$ cat src/shared/fault_pkg.sv
package fault_pkg;

   // register byte offsets on the apb slave
   localparam logic [7:0]  OFS_FAULT_FLAGS        = 8'h00;
   localparam logic [7:0]  OFS_FAULT_FLAGS_SECOND = 8'h04;
   localparam logic [7:0]  OFS_WARN_FLAGS         = 8'h08;
   localparam logic [7:0]  OFS_WARN_FLAGS_SECOND  = 8'h0c;
   localparam logic [7:0]  OFS_STATUS_WORD        = 8'h10;
   localparam logic [7:0]  OFS_CONTROL_WORD       = 8'h14;
   localparam logic [7:0]  OFS_IRQ_STATUS         = 8'h18;
   localparam logic [7:0]  OFS_IRQ_MASK           = 8'h1c;
   localparam logic [7:0]  OFS_CONV_INDEX         = 8'h20;
   localparam logic [7:0]  OFS_DATA_TYPE          = 8'h24;

   // implemented bits of each word; the rest are reserved or not used
   localparam logic [31:0] FAULT_IMPL_MASK        = 32'h7fff_ffff;
   localparam logic [31:0] FAULT_SECOND_IMPL_MASK = 32'h000c_01e5;
   localparam logic [31:0] WARN_IMPL_MASK         = 32'h3fff_ffff;
   localparam logic [31:0] WARN_SECOND_IMPL_MASK  = 32'h000c_01e7;

   // named bits of the first fault word
   localparam logic [31:0] FAULT_BRAKE_CHECK      = 32'h0000_0001;
   localparam logic [31:0] FAULT_CARD_OVERTEMP    = 32'h0000_0008;
   localparam logic [31:0] FAULT_OVERCURRENT      = 32'h0000_0020;
   localparam logic [31:0] FAULT_THERMISTOR       = 32'h0000_0080;
   localparam logic [31:0] FAULT_PHASE_V_MISSING  = 32'h0010_0000;
   localparam logic [31:0] FAULT_PHASE_W_MISSING  = 32'h0020_0000;

   // control and status word bit positions
   localparam int          CTRL_ACK_BIT           = 3;
   localparam int          STAT_WARN_TOGGLE_BIT   = 7;
   localparam int          STAT_FAULT_BIT         = 3;
   localparam int          STAT_RUN_BIT           = 0;

   // interrupt status layout
   localparam int          IRQ_FAULT_ENTER        = 0;
   localparam int          IRQ_FAULT_LEAVE        = 1;
   localparam int          IRQ_WARN_CHANGE        = 2;
   localparam int          IRQ_WIDTH              = 3;

   // parameter data type codes
   localparam logic [7:0]  DT_INT16               = 8'h03;
   localparam logic [7:0]  DT_INT32               = 8'h04;
   localparam logic [7:0]  DT_UINT8               = 8'h05;
   localparam logic [7:0]  DT_UINT16              = 8'h06;
   localparam logic [7:0]  DT_UINT32              = 8'h07;
   localparam logic [7:0]  DT_VIS_STRING          = 8'h09;
   localparam logic [7:0]  DT_BYTE_STRING         = 8'h0a;
   localparam logic [7:0]  DT_STD_VALUE16         = 8'h21;
   localparam logic [7:0]  DT_BIT_SEQUENCE        = 8'h23;
   localparam logic [7:0]  DT_BYTE                = 8'h29;
   localparam logic [7:0]  DT_WORD                = 8'h2a;

   // conversion index codes (signed byte)
   localparam logic [7:0]  CONV_UNITY             = 8'h64;
   localparam logic [7:0]  CONV_SIXTIETH          = 8'h43;
   localparam logic [7:0]  CONV_POW_MIN           = 8'hfa;
   localparam logic [7:0]  CONV_POW_MAX           = 8'h06;

   // fault state machine
   typedef enum logic [1:0]
   {
      ST_RUN   = 2'b01,
      ST_FAULT = 2'b10
   } drive_state_t;

endpackage : fault_pkg

$ cat src/rtl/conv_scale.sv
`timescale 1ns/1ps
`default_nettype none
// classifies a conversion index and a data type code
module conv_scale
   import fault_pkg::*;
(
   input  wire logic [7:0] conv_index_i,
   input  wire logic [7:0] data_type_i,
   output logic            conv_valid_o,
   output logic            conv_neg_o,
   output logic [2:0]      conv_power_o,
   output logic            dtype_valid_o
);

   // conversion index: powers -6..6, one sixtieth, unity
   always_comb
   begin
      conv_valid_o = 1'b0;
      conv_neg_o   = 1'b0;
      conv_power_o = 3'h0;
      if (conv_index_i == CONV_UNITY || conv_index_i == CONV_SIXTIETH)
      begin
         conv_valid_o = 1'b1; // RULE2
      end
      else if (!conv_index_i[7] && conv_index_i <= CONV_POW_MAX)
      begin
         conv_valid_o = 1'b1; // RULE2
         conv_power_o = conv_index_i[2:0];
      end
      else if (conv_index_i[7] && conv_index_i >= CONV_POW_MIN)
      begin
         conv_valid_o = 1'b1; // RULE2
         conv_neg_o   = 1'b1;
         conv_power_o = 3'(8'h00 - conv_index_i);
      end
   end

   // data type codes accepted on parameter exchanges
   always_comb
   begin
      case (data_type_i)
         DT_INT16, DT_INT32, DT_UINT8, DT_UINT16, DT_UINT32,
         DT_VIS_STRING, DT_BYTE_STRING, DT_STD_VALUE16,
         DT_BIT_SEQUENCE, DT_BYTE, DT_WORD:
            dtype_valid_o = 1'b1; // RULE1
         default:
            dtype_valid_o = 1'b0;
      endcase
   end

endmodule : conv_scale
`default_nettype wire

$ cat src/rtl/fault_status.sv
`timescale 1ns/1ps
`default_nettype none
// Summary of operation
// (RULE1) data type codes 3..42 identify parameters
// (RULE2) conversion index scales values by powers ten
// (RULE3) any alarm forces fault state, stops operation
// (RULE4) leave fault: cause gone and ack bit3
// (RULE5) warnings follow their conditions, no acknowledge
// (RULE6) one warning word bit per warning
// (RULE7) one alarm word bit per alarm
// (RULE8) warning change toggles status word bit 7
// (RULE9) word shows all active bits combined
// (RULE10) brake, card temp, overcurrent, thermistor bit map
// (RULE11) phase v and w missing bit map
// (RULE12) reserved bits read zero, ignore writes
module fault_status
   import fault_pkg::*;
(
   input  wire logic        clock_i,
   input  wire logic        rst_n_i,
   // apb slave
   input  wire logic        psel_i,
   input  wire logic        penable_i,
   input  wire logic        pwrite_i,
   input  wire logic [7:0]  paddr_i,
   input  wire logic [31:0] pwdata_i,
   output logic [31:0]      prdata_o,
   output logic             pready_o,
   output logic             pslverr_o,
   // condition inputs from the drive, asynchronous levels
   input  wire logic [31:0] alarm_cond_i,
   input  wire logic [31:0] alarm2_cond_i,
   input  wire logic [31:0] warn_cond_i,
   input  wire logic [31:0] warn2_cond_i,
   // drive side
   output logic             run_enable_o,
   output logic             fault_o,
   output logic             irq_o
);

   logic [31:0]  alarm_s1, alarm_s2, alarm_s3, alarm_q;
   logic [31:0]  alarm2_s1, alarm2_s2, alarm2_s3, alarm2_q;
   logic [31:0]  warn_s1, warn_s2, warn_s3, warn_q;
   logic [31:0]  warn2_s1, warn2_s2, warn2_s3, warn2_q;
   logic [31:0]  fault_flags;
   logic [31:0]  fault_flags_second;
   logic [31:0]  warn_flags;
   logic [31:0]  warn_flags_second;
   logic         warn_toggle;
   logic         ack_req;
   logic [7:0]   conv_index;
   logic [7:0]   data_type;
   logic [IRQ_WIDTH-1:0] irq_status;
   logic [IRQ_WIDTH-1:0] irq_mask;
   logic [IRQ_WIDTH-1:0] irq_event;
   drive_state_t state;
   drive_state_t next_state;
   logic         any_alarm;
   logic         warn_changed;
   logic         access;
   logic         wr_en;
   logic         rd_en;
   logic [31:0]  next_rdata;
   logic         next_err;
   logic         conv_valid;
   logic         conv_neg;
   logic [2:0]   conv_power;
   logic         dtype_valid;
   logic [31:0]  status_word;

   // three-stage synchronisers; a bit counts once stages two and three agree
   always_ff @(posedge clock_i or negedge rst_n_i)
   begin
      if (!rst_n_i)
      begin
         alarm_s1  <= 32'h0000_0000;
         alarm_s2  <= 32'h0000_0000;
         alarm_s3  <= 32'h0000_0000;
         alarm2_s1 <= 32'h0000_0000;
         alarm2_s2 <= 32'h0000_0000;
         alarm2_s3 <= 32'h0000_0000;
         warn_s1   <= 32'h0000_0000;
         warn_s2   <= 32'h0000_0000;
         warn_s3   <= 32'h0000_0000;
         warn2_s1  <= 32'h0000_0000;
         warn2_s2  <= 32'h0000_0000;
         warn2_s3  <= 32'h0000_0000;
      end
      else
      begin
         alarm_s1  <= alarm_cond_i;
         alarm_s2  <= alarm_s1;
         alarm_s3  <= alarm_s2;
         alarm2_s1 <= alarm2_cond_i;
         alarm2_s2 <= alarm2_s1;
         alarm2_s3 <= alarm2_s2;
         warn_s1   <= warn_cond_i;
         warn_s2   <= warn_s1;
         warn_s3   <= warn_s2;
         warn2_s1  <= warn2_cond_i;
         warn2_s2  <= warn2_s1;
         warn2_s3  <= warn2_s2;
      end
   end

   // per-bit filter: hold the last agreed value while stages disagree
   genvar gi;
   generate
      for (gi = 0; gi < 32; gi++)
      begin : g_filter
         always_ff @(posedge clock_i or negedge rst_n_i)
         begin
            if (!rst_n_i)
            begin
               alarm_q[gi]  <= 1'b0;
               alarm2_q[gi] <= 1'b0;
               warn_q[gi]   <= 1'b0;
               warn2_q[gi]  <= 1'b0;
            end
            else
            begin
               if (alarm_s2[gi] == alarm_s3[gi])
                  alarm_q[gi] <= alarm_s3[gi];
               if (alarm2_s2[gi] == alarm2_s3[gi])
                  alarm2_q[gi] <= alarm2_s3[gi];
               if (warn_s2[gi] == warn_s3[gi])
                  warn_q[gi] <= warn_s3[gi];
               if (warn2_s2[gi] == warn2_s3[gi])
                  warn2_q[gi] <= warn2_s3[gi];
            end
         end
      end
   endgenerate

   // alarm words: each bit mirrors one cause, reserved bits forced low
   always_ff @(posedge clock_i or negedge rst_n_i)
   begin
      if (!rst_n_i)
      begin
         fault_flags        <= 32'h0000_0000;
         fault_flags_second <= 32'h0000_0000;
      end
      else
      begin
         fault_flags        <= alarm_q & FAULT_IMPL_MASK;        // RULE7 RULE9 RULE10 RULE11 RULE12
         fault_flags_second <= alarm2_q & FAULT_SECOND_IMPL_MASK; // RULE7 RULE12
      end
   end

   // warning words follow their conditions with no latching
   always_ff @(posedge clock_i or negedge rst_n_i)
   begin
      if (!rst_n_i)
      begin
         warn_flags        <= 32'h0000_0000;
         warn_flags_second <= 32'h0000_0000;
      end
      else
      begin
         warn_flags        <= warn_q & WARN_IMPL_MASK;         // RULE5 RULE6 RULE9 RULE12
         warn_flags_second <= warn2_q & WARN_SECOND_IMPL_MASK; // RULE5 RULE6 RULE12
      end
   end

   assign warn_changed = ((warn_q & WARN_IMPL_MASK) != warn_flags)
                      || ((warn2_q & WARN_SECOND_IMPL_MASK) != warn_flags_second);

   // status word bit 7 flips on every change of the warning set
   always_ff @(posedge clock_i or negedge rst_n_i)
   begin
      if (!rst_n_i)
         warn_toggle <= 1'b0;
      else if (warn_changed)
         warn_toggle <= ~warn_toggle; // RULE8
   end

   assign any_alarm = (fault_flags != 32'h0000_0000)
                   || (fault_flags_second != 32'h0000_0000);

   // fault state: entered on any alarm, left on ack with cause cleared
   always_comb
   begin
      next_state = state;
      case (state)
         ST_RUN:
            if (any_alarm)
               next_state = ST_FAULT; // RULE3
         ST_FAULT:
            if (!any_alarm && ack_req)
               next_state = ST_RUN; // RULE4
         default:
            next_state = ST_FAULT;
      endcase
   end

   always_ff @(posedge clock_i or negedge rst_n_i)
   begin
      if (!rst_n_i)
         state <= ST_RUN;
      else
         state <= next_state;
   end

   // drive outputs registered; operation stopped while faulted
   always_ff @(posedge clock_i or negedge rst_n_i)
   begin
      if (!rst_n_i)
      begin
         run_enable_o <= 1'b0;
         fault_o      <= 1'b0;
      end
      else
      begin
         run_enable_o <= (next_state == ST_RUN); // RULE3
         fault_o      <= (next_state == ST_FAULT);
      end
   end

   // apb decode; zero wait states, so every access completes in one cycle
   assign access = psel_i && penable_i;
   assign wr_en  = access && pwrite_i;
   assign rd_en  = access && !pwrite_i;

   // acknowledge bit: a write with bit 3 set acts as a one-shot request
   // an ack written while the cause persists is dropped, not remembered
   always_ff @(posedge clock_i or negedge rst_n_i)
   begin
      if (!rst_n_i)
         ack_req <= 1'b0;
      else
         ack_req <= wr_en && (paddr_i == OFS_CONTROL_WORD)
                    && pwdata_i[CTRL_ACK_BIT]; // RULE4
   end

   // parameter scaling registers
   always_ff @(posedge clock_i or negedge rst_n_i)
   begin
      if (!rst_n_i)
      begin
         conv_index <= CONV_UNITY;
         data_type  <= DT_WORD;
      end
      else if (wr_en && paddr_i == OFS_CONV_INDEX)
         conv_index <= pwdata_i[7:0]; // RULE2
      else if (wr_en && paddr_i == OFS_DATA_TYPE)
         data_type <= pwdata_i[7:0]; // RULE1
   end

   conv_scale u_conv_scale
   (
      .conv_index_i  (conv_index),
      .data_type_i   (data_type),
      .conv_valid_o  (conv_valid),
      .conv_neg_o    (conv_neg),
      .conv_power_o  (conv_power),
      .dtype_valid_o (dtype_valid)
   );

   // interrupt events: fault entry, fault exit, warning change
   assign irq_event[IRQ_FAULT_ENTER] = (state == ST_RUN) && (next_state == ST_FAULT);
   assign irq_event[IRQ_FAULT_LEAVE] = (state == ST_FAULT) && (next_state == ST_RUN);
   assign irq_event[IRQ_WARN_CHANGE] = warn_changed;

   // sticky status, cleared by reading it; a new event wins over the clear
   // cleared on the setup edge that captures prdata, so no event falls between
   always_ff @(posedge clock_i or negedge rst_n_i)
   begin
      if (!rst_n_i)
         irq_status <= '0;
      else if (psel_i && !penable_i && !pwrite_i && paddr_i == OFS_IRQ_STATUS)
         irq_status <= irq_event;
      else
         irq_status <= irq_status | irq_event;
   end

   always_ff @(posedge clock_i or negedge rst_n_i)
   begin
      if (!rst_n_i)
         irq_mask <= '0;
      else if (wr_en && paddr_i == OFS_IRQ_MASK)
         irq_mask <= pwdata_i[IRQ_WIDTH-1:0];
   end

   always_ff @(posedge clock_i or negedge rst_n_i)
   begin
      if (!rst_n_i)
         irq_o <= 1'b0;
      else
         irq_o <= |(irq_status & irq_mask);
   end

   // status word view
   always_comb
   begin
      status_word                       = 32'h0000_0000;
      status_word[STAT_RUN_BIT]         = (state == ST_RUN);
      status_word[STAT_FAULT_BIT]       = (state == ST_FAULT);
      status_word[STAT_WARN_TOGGLE_BIT] = warn_toggle; // RULE8
   end

   // read mux; unmapped addresses answer zero with slverr
   always_comb
   begin
      next_rdata = 32'h0000_0000;
      next_err   = 1'b0;
      if (paddr_i == OFS_FAULT_FLAGS)
         next_rdata = fault_flags; // RULE9
      else if (paddr_i == OFS_FAULT_FLAGS_SECOND)
         next_rdata = fault_flags_second;
      else if (paddr_i == OFS_WARN_FLAGS)
         next_rdata = warn_flags;
      else if (paddr_i == OFS_WARN_FLAGS_SECOND)
         next_rdata = warn_flags_second;
      else if (paddr_i == OFS_STATUS_WORD)
         next_rdata = status_word;
      else if (paddr_i == OFS_CONTROL_WORD)
         next_rdata = 32'h0000_0000;
      else if (paddr_i == OFS_IRQ_STATUS)
         next_rdata = {{(32-IRQ_WIDTH){1'b0}}, irq_status};
      else if (paddr_i == OFS_IRQ_MASK)
         next_rdata = {{(32-IRQ_WIDTH){1'b0}}, irq_mask};
      else if (paddr_i == OFS_CONV_INDEX)
         next_rdata = {16'h0000, conv_valid, conv_neg, 3'h0, conv_power,
                       conv_index};
      else if (paddr_i == OFS_DATA_TYPE)
         next_rdata = {23'h000000, dtype_valid, data_type};
      else
         next_err = 1'b1;
   end

   // answer in the access phase; pready registered, high one cycle after setup
   always_ff @(posedge clock_i or negedge rst_n_i)
   begin
      if (!rst_n_i)
      begin
         pready_o  <= 1'b0;
         prdata_o  <= 32'h0000_0000;
         pslverr_o <= 1'b0;
      end
      else
      begin
         pready_o  <= psel_i && !penable_i;
         prdata_o  <= (psel_i && !penable_i && !pwrite_i) ? next_rdata : 32'h0000_0000;
         pslverr_o <= psel_i && !penable_i && next_err;
      end
   end

endmodule : fault_status
`default_nettype wire

$ cat config.mk
export PLATFORM = sky130hd
export DESIGN_NAME = fault_status
export DESIGN_NICKNAME = d
export VERILOG_FILES = /design/src/shared/fault_pkg.sv /design/src/rtl/conv_scale.sv /design/src/rtl/fault_status.sv
export SDC_FILE = /design/constraint.sdc
export NUM_CORES = 1
export LEC_CHECK = 0
export ABC_AREA = 1
export ABC_CLOCK_PERIOD_IN_PS = 3540
export BUFFER_PORTS_ARGS = -buffer_cell sky130_fd_sc_hd__buf_2
export CORE_ASPECT_RATIO = 1.4
export CORE_MARGIN = 2
export CORE_UTILIZATION = 60
export DETAILED_ROUTE_END_ITERATION = 10
export PLACE_DENSITY = 0.92
export SLEW_MARGIN = 15
export SYNTH_ARGS = -nofsm -noshare
export SYNTH_HDL_FRONTEND = slang
export SYNTH_SLANG_ARGS = --single-unit
$ cat constraint.sdc
create_clock -name clock_i -period 3.54 [get_ports clock_i]
set_input_delay 0.354 -clock clock_i [delete_from_list [all_inputs] [get_ports clock_i]]
set_output_delay 0.354 -clock clock_i [all_outputs]
set_load 0.03 [all_outputs]
# After elaboration in Yosys (flattened, before gate mapping)

Index checks and enable logic that the tools add are counted.

Register bits after elaboration: 522
Memory bits (read-only): 0
Word-level logic and storage cells: 283
Bits in writable memories: 0
Input port bits: 173
Latch bits: 0
Memories: 0

Multipliers: 0
Div/mod/pow operators: 0
Bitwise gates (word level): 4
Add/sub/neg operators: 1
Shift operators: 0
Reductions and logical operators: 29
Equal/unequal tests: 106
Order comparisons: 2
Muxes and demuxes: 34

Operator list:

| cell                                                      | count |
|---|---|
| two-way mux 16 bit                                        | 5 |
| equality test 1 bit                                       | 78 |
| nonzero test 32 bit                                       | 2 |
| two-way mux 30 bit                                        | 2 |
| equality test 8 x 6 -> 1 bit (second input constant)      | 6 |
| equality test 8 x 3 -> 1 bit (second input constant)      | 5 |
| equality test 8 x 4 -> 1 bit (second input constant)      | 4 |
| equality test 8 x 5 -> 1 bit (second input constant)      | 4 |
| two-way mux 32 bit                                        | 1 |
| two-way mux 31 bit                                        | 1 |
| inequality test 30 bit                                    | 1 |
| two-way mux 20 bit                                        | 1 |
| equality test 8 x 7 -> 1 bit (second input constant)      | 2 |
| logical AND 1 bit                                         | 16 |
| two-way mux 1 bit                                         | 16 |
| two-way mux 3 bit                                         | 4 |
| OR reduction 11 bit                                       | 1 |
| two-way mux 9 bit                                         | 1 |
| inequality test 9 bit                                     | 1 |
| equality test 8 x 2 -> 1 bit (second input constant)      | 1 |
| greater-or-equal comparator 8 bit (second input constant) | 1 |
| <= comparator 8 x 3 -> 1 bit (second input constant)      | 1 |
| logical NOT 8 bit                                         | 1 |
| equality test 2 x 1 -> 1 bit (second input constant)      | 2 |
| 11 further kinds                                          | 19 |

# Logic depth before layout (Yosys ltp)

Word-level depth: 15
Depth in mapped cells: 11
Gate-level depth less buffers: 11

# Hierarchy

A second synthesis with hierarchy kept.

Cells, all modules: 1046
Area, all modules: 14700.3 µm²

By module, submodules not included:

| module       | cells an instance | instances | area each (µm²) | sequential area each (µm²) |
|---|---|---|---|---|
| fault_status | 987               | 1         | 14411.3         | 11319.6 |
| conv_scale   | 59                | 1         | 289.0           | 0.0 |

# Least setup slack after synthesis

Ideal clock, no wire load.

Kind: input -> register
From: input paddr_i[1]
To: register prdata_o[2]
Buffers on the path: 0
Arrival time: 1.349 ns
Stages on the path: 9
Library setup time: 0.113 ns
Setup slack: 2.079 ns
Path through: nor2_2 -> nand2_2 -> nor2_1 -> nand2_1 -> or2_2 -> nand3_1 -> nand4_1 -> nand2_1 -> inv_1

Word-level cells in the longest chain between the ends: 12

RTL lines:

| item                         | RTL line            | RTL |
|---|---|---|
| from (decl)                  | fault_status.sv:25  | `input wire logic [7:0] paddr_i,` |
| equality test 8 x 6 -> 1 bit | fault_status.sv:325 | `else if (paddr_i == OFS_DATA_TYPE)` |
| two-way mux 9 bit            | fault_status.sv:325 |  |
| two-way mux 16 bit           | fault_status.sv:322 | `else if (paddr_i == OFS_CONV_INDEX)` |
| two-way mux 16 bit           | fault_status.sv:320 | `else if (paddr_i == OFS_IRQ_MASK)` |
| two-way mux 16 bit           | fault_status.sv:318 | `else if (paddr_i == OFS_IRQ_STATUS)` |
| two-way mux 16 bit           | fault_status.sv:316 | `else if (paddr_i == OFS_CONTROL_WORD)` |
| two-way mux 16 bit           | fault_status.sv:314 | `else if (paddr_i == OFS_STATUS_WORD)` |
| two-way mux 20 bit           | fault_status.sv:312 | `else if (paddr_i == OFS_WARN_FLAGS_SECOND)` |
| two-way mux 30 bit           | fault_status.sv:310 | `else if (paddr_i == OFS_WARN_FLAGS)` |
| two-way mux 30 bit           | fault_status.sv:308 | `else if (paddr_i == OFS_FAULT_FLAGS_SECOND)` |
| two-way mux 31 bit (*)       | fault_status.sv:306 | `if (paddr_i == OFS_FAULT_FLAGS)` |
| two-way mux 32 bit (*)       | fault_status.sv:343 | `prdata_o <= (psel_i && !penable_i && !pwrite_i) ? next_rdata : 32'h0000_0000;` |
| to (signal assigned)         | fault_status.sv:343 |  |
| to (decl)                    | fault_status.sv:27  | `output logic [31:0] prdata_o,` |

Mark *: on every way between the ends. The rest lies on a longest branch, timed or not.
A chain may end at the register's enable or synchronous reset.

# Worst setup path in the final report

From: register fault_flags[27]
To: register irq_status[0]

Word-level cells in the longest chain between the ends: 10

RTL lines:

| item                                   | RTL line            | RTL |
|---|---|---|
| from (decl)                            | fault_status.sv:45  | `logic [31:0] fault_flags;` |
| from (signal assigned)                 | fault_status.sv:145 | `fault_flags <= alarm_q & FAULT_IMPL_MASK;` |
| nonzero test 32 bit (*)                | fault_status.sv:177 | `assign any_alarm = (fault_flags != 32'h0000_0000)` |
| logical OR 1 bit (*)                   | fault_status.sv:178 | `\|\| (fault_flags_second != 32'h0000_0000);` |
| logical NOT 1 bit                      | fault_status.sv:189 | `if (!any_alarm && ack_req)` |
| logical AND 1 bit                      | fault_status.sv:189 |  |
| two-way mux 2 bit                      | fault_status.sv:189 |  |
| one-hot mux 2 bit (2 select lines) (*) | fault_status.sv:184 | `case (state)` |
| via next_state[1]                      | fault_status.sv:57  | `drive_state_t next_state;` |
| equality test 2 bit (*)                | fault_status.sv:260 | `assign irq_event[IRQ_FAULT_ENTER] = (state == ST_RUN) && (next_state == ST_FAULT);` |
| logical AND 1 bit (*)                  | fault_status.sv:260 |  |
| bitwise OR 3 bit                       | fault_status.sv:273 | `irq_status <= irq_status \| irq_event;` |
| two-way mux 3 bit (*)                  | fault_status.sv:270 | `else if (psel_i && !penable_i && !pwrite_i && paddr_i == OFS_IRQ_STATUS)` |
| to (signal assigned)                   | fault_status.sv:271 | `irq_status <= irq_event;` |
| to (signal assigned)                   | fault_status.sv:273 |  |
| to (decl)                              | fault_status.sv:53  | `logic [IRQ_WIDTH-1:0] irq_status;` |

The timed path passes the listed nets; every way through them passes the cells marked *.

==> results.json <==
{
  "antenna_found_initial": 3,
  "synth_nets": 1189,
  "grt_max_degree": 119,
  "grtUsageTotal_pct": 31.7,
  "stdcell_count": 1600,
  "regToRegStartpoint": "fault_flags[27]",
  "worstSetupStartpointType": "register",
  "ys_top_cells_by_count": "dfrtp_1, nand2_1, maj3_1",
  "final_antenna_net_count": 0,
  "hold_violations": 0,
  "cts_sinks": 452,
  "fin_nets": 1439,
  "clockRootBuffer": "clkbuf_16",
  "slew_viol_final": 0,
  "ir_worst_vdd_uv": 528,
  "cp-end-kind": "register",
  "postSynthAreaPerCell_um2": 14.3,
  "cts_hold_buf": 79,
  "fillerInstances": 1319,
  "setup_viol": 0,
  "r2r_setup_slack_ns": 1.37,
  "wl_per_cell_um": 23.5,
  "max_freq_mhz": 462,
  "ys_ff_latch": 452,
  "initial_core_util_pct": 60.7,
  "area_growth_pct": 22.5,
  "relSlewSlack_pct": 42.5,
  "hp-class": "input port to register",
  "setup_tns_ns": 0,
  "die_area_um2": 25400,
  "async_flop_share_pct": 100,
  "worstSetupStartpoint": "fault_flags[27]",
  "drc": 0,
  "dp.cells": 1451,
  "status": "finished, final reports clean",
  "critPathCapture": "irq_status[0]",
  "synthFlopType": "dfrtp_1",
  "grt_pass1_wl_mm": 59.1,
  "synth-seq-area-share_pct": 78.3,
  "globalplace.congestion": 0.852,
  "crit_required_ns": 3.97,
  "ios": 210,
  "crit_fanout": 4,
  "die_x_um": 135,
  "vias": 8974,
  "drt_iter0_drc": 950,
  "total_power_mw": 10.9,
  "synth_top_cell_by_area": "dfrtp_1",
  "r2r_cells": 10,
  "first_global_vias": 9957,
  "synth_edf_count": 0,
  "post_cts_resized": 0,
  "core_um2": 23800,
  "cts_tree": "yes",
  "portBuffers": 134,
  "drt-total-wl_mm": 37.6,
  "synth_top_area_share_pct": 77.0,
  "dr.pass1.iters": 6,
  "syn_area_um2": 14500,
  "r2r-end": "irq_status[0]",
  "hold_ws_ns": 0.0145,
  "clk_latency_ns": 0.55,
  "crit_arrival_ns": 2.60,
  "overflow": 0,
  "p_per_area_nw_per_um2": 618,
  "drive_above_1_share_pct": 17.7,
  "num_rows": 67,
  "yosysMostFrequentCell": "dfrtp_1",
  "fin_crit_sh_pct": 61.2,
  "tightest_slew_ns": 0.863,
  "finClkSkew_ns": 0.0149,
  "ctsHtreeMaxLevel": 2,
  "cts_max_path_buffers": 3,
  "criticalPathCategory": "register to register",
  "cts_buffers": 39,
  "synth_top_cells_by_area": "dfrtp_1, maj3_1, nand2_1",
  "fin_crit_ns": 2.17,
  "rsz0062_at_grt": "no",
  "via_per_inst": 5.61,
  "postSynthCellCount": 1011,
  "max_cap_violations": 0,
  "die_h_um": 188,
  "synth_cell_types": 39,
  "yosysWarnings": 0,
  "p_leak_nw": 8.16,
  "post_cts_buffers": 0,
  "dpl.hpwl_mm": 19.9,
  "clkTransAtPathRegs_ns": 0.07
}
-- registers in the layout, indices dropped and copies added, names as in the netlist, 9 cells and up --
name / count
alarm_q: 31
alarm_s1: 31
alarm_s2: 31
alarm_s3: 31
fault_flags: 31
prdata_o: 31
warn2_q: 9
warn2_s1: 9
warn2_s2: 9
warn2_s3: 9
warn_flags: 30
warn_flags_second: 9
warn_q: 30
warn_s1: 30
warn_s2: 30
warn_s3: 30
-- metrics by stage --
| stage | worst slack [ns] | instance area, um^2 | util, % |
|---|---|---|---|
| after global routing | 1.22 | 17700 | 74.4 |
| after CTS | 1.60 | 17700 | 74.4 |
| after detailed placement | 1.43 | 15600 | 65.3 |
| final | 1.37 | 17700 | 74.4 |
| after floorplan | 2.08 | 14500 | - |
| after global placement | 1.48 | 15600 | 65.3 |
-- worst min path at each step --
stage,from,end,slack (ns),cells past startpoint
6_report,penable_i,pready_o,0.01,2
5_1_grt,penable_i,pready_o,0.02,2
4_1_cts,penable_i,pready_o,0.01,2
3_5_place_dp,warn2_s1[7],warn2_s2[7],0.33,0
3_3_place_gp,warn_s1[19],warn_s2[19],0.33,0
2_1_floorplan,rst_n_i,ack_req,0.06,0
-- critical path, stage by stage, from the launching register on --
cell	delay (ns)
dfrtp_1	0.41
nor2_1	0.15
nand2_1	0.15
nor2_1	0.21
nand2_1	0.13
nor2_1	0.36
nand3_1	0.17
nand2_1	0.12
nand3_1	0.17
nand3_1	0.13
nand2_1	0.05
-- layout make-up --
cell class	instances	area [um^2]	area share, %
Clock buffer	56	1170	6.62
Tap cell	310	388	2.19
Timing Repair Buffer	221	1570	8.86
Sequential cell	452	11300	63.9
Multi-Input combinational cell	477	2810	15.9
Clock inverter	13	189	1.07
Antenna cell	1	2.50	0.0141
Inverter	70	263	1.48
-- power breakdown --
group          total, mW  switching (mW)  internal [mW]
Sequential          5.77           0.278           5.50
Clock               4.57            1.95           2.62
Combinational      0.604           0.346          0.258
-- per-layer routing --
| layer | track usage [%] | wire (um) |
|---|---|---|
| met5 | 0 | 13 |
| met4 | 18.7 | 2450 |
| met1 | 38.0 | 13200 |
| met2 | 54.1 | 19800 |
| met3 | 5.30 | 2100 |
-- cell usage in the layout (no fill, tap or decap), types with 5 or more instances in the layout --
cell type and n:
ha_1 5, clkbuf_8 9, xor2_1 12, clkinv_2 5
o211ai_1 6, nand4_1 15, nor3_1 8, nand3_1 33
dlygate4sd3_1 79, dfrtp_1 445, a21oi_1 30, nand2_1 152
dfstp_2 7, o21ai_0 29, xnor2_1 18, clkbuf_1 6
inv_1 69, buf_2 133, nor2_1 52, buf_4 5
maj3_1 78, clkbuf_16 41
-- cell families after synthesis --
logic type / synth area share (%)
flops: 78.3
simple gates: 8.46
compound gates: 3.27
fa+ha+maj: 5.83
buf+inv: 2.32
xor+xnor: 1.82
other cells: 0.0259
Power figures use the tool's default switching activity.
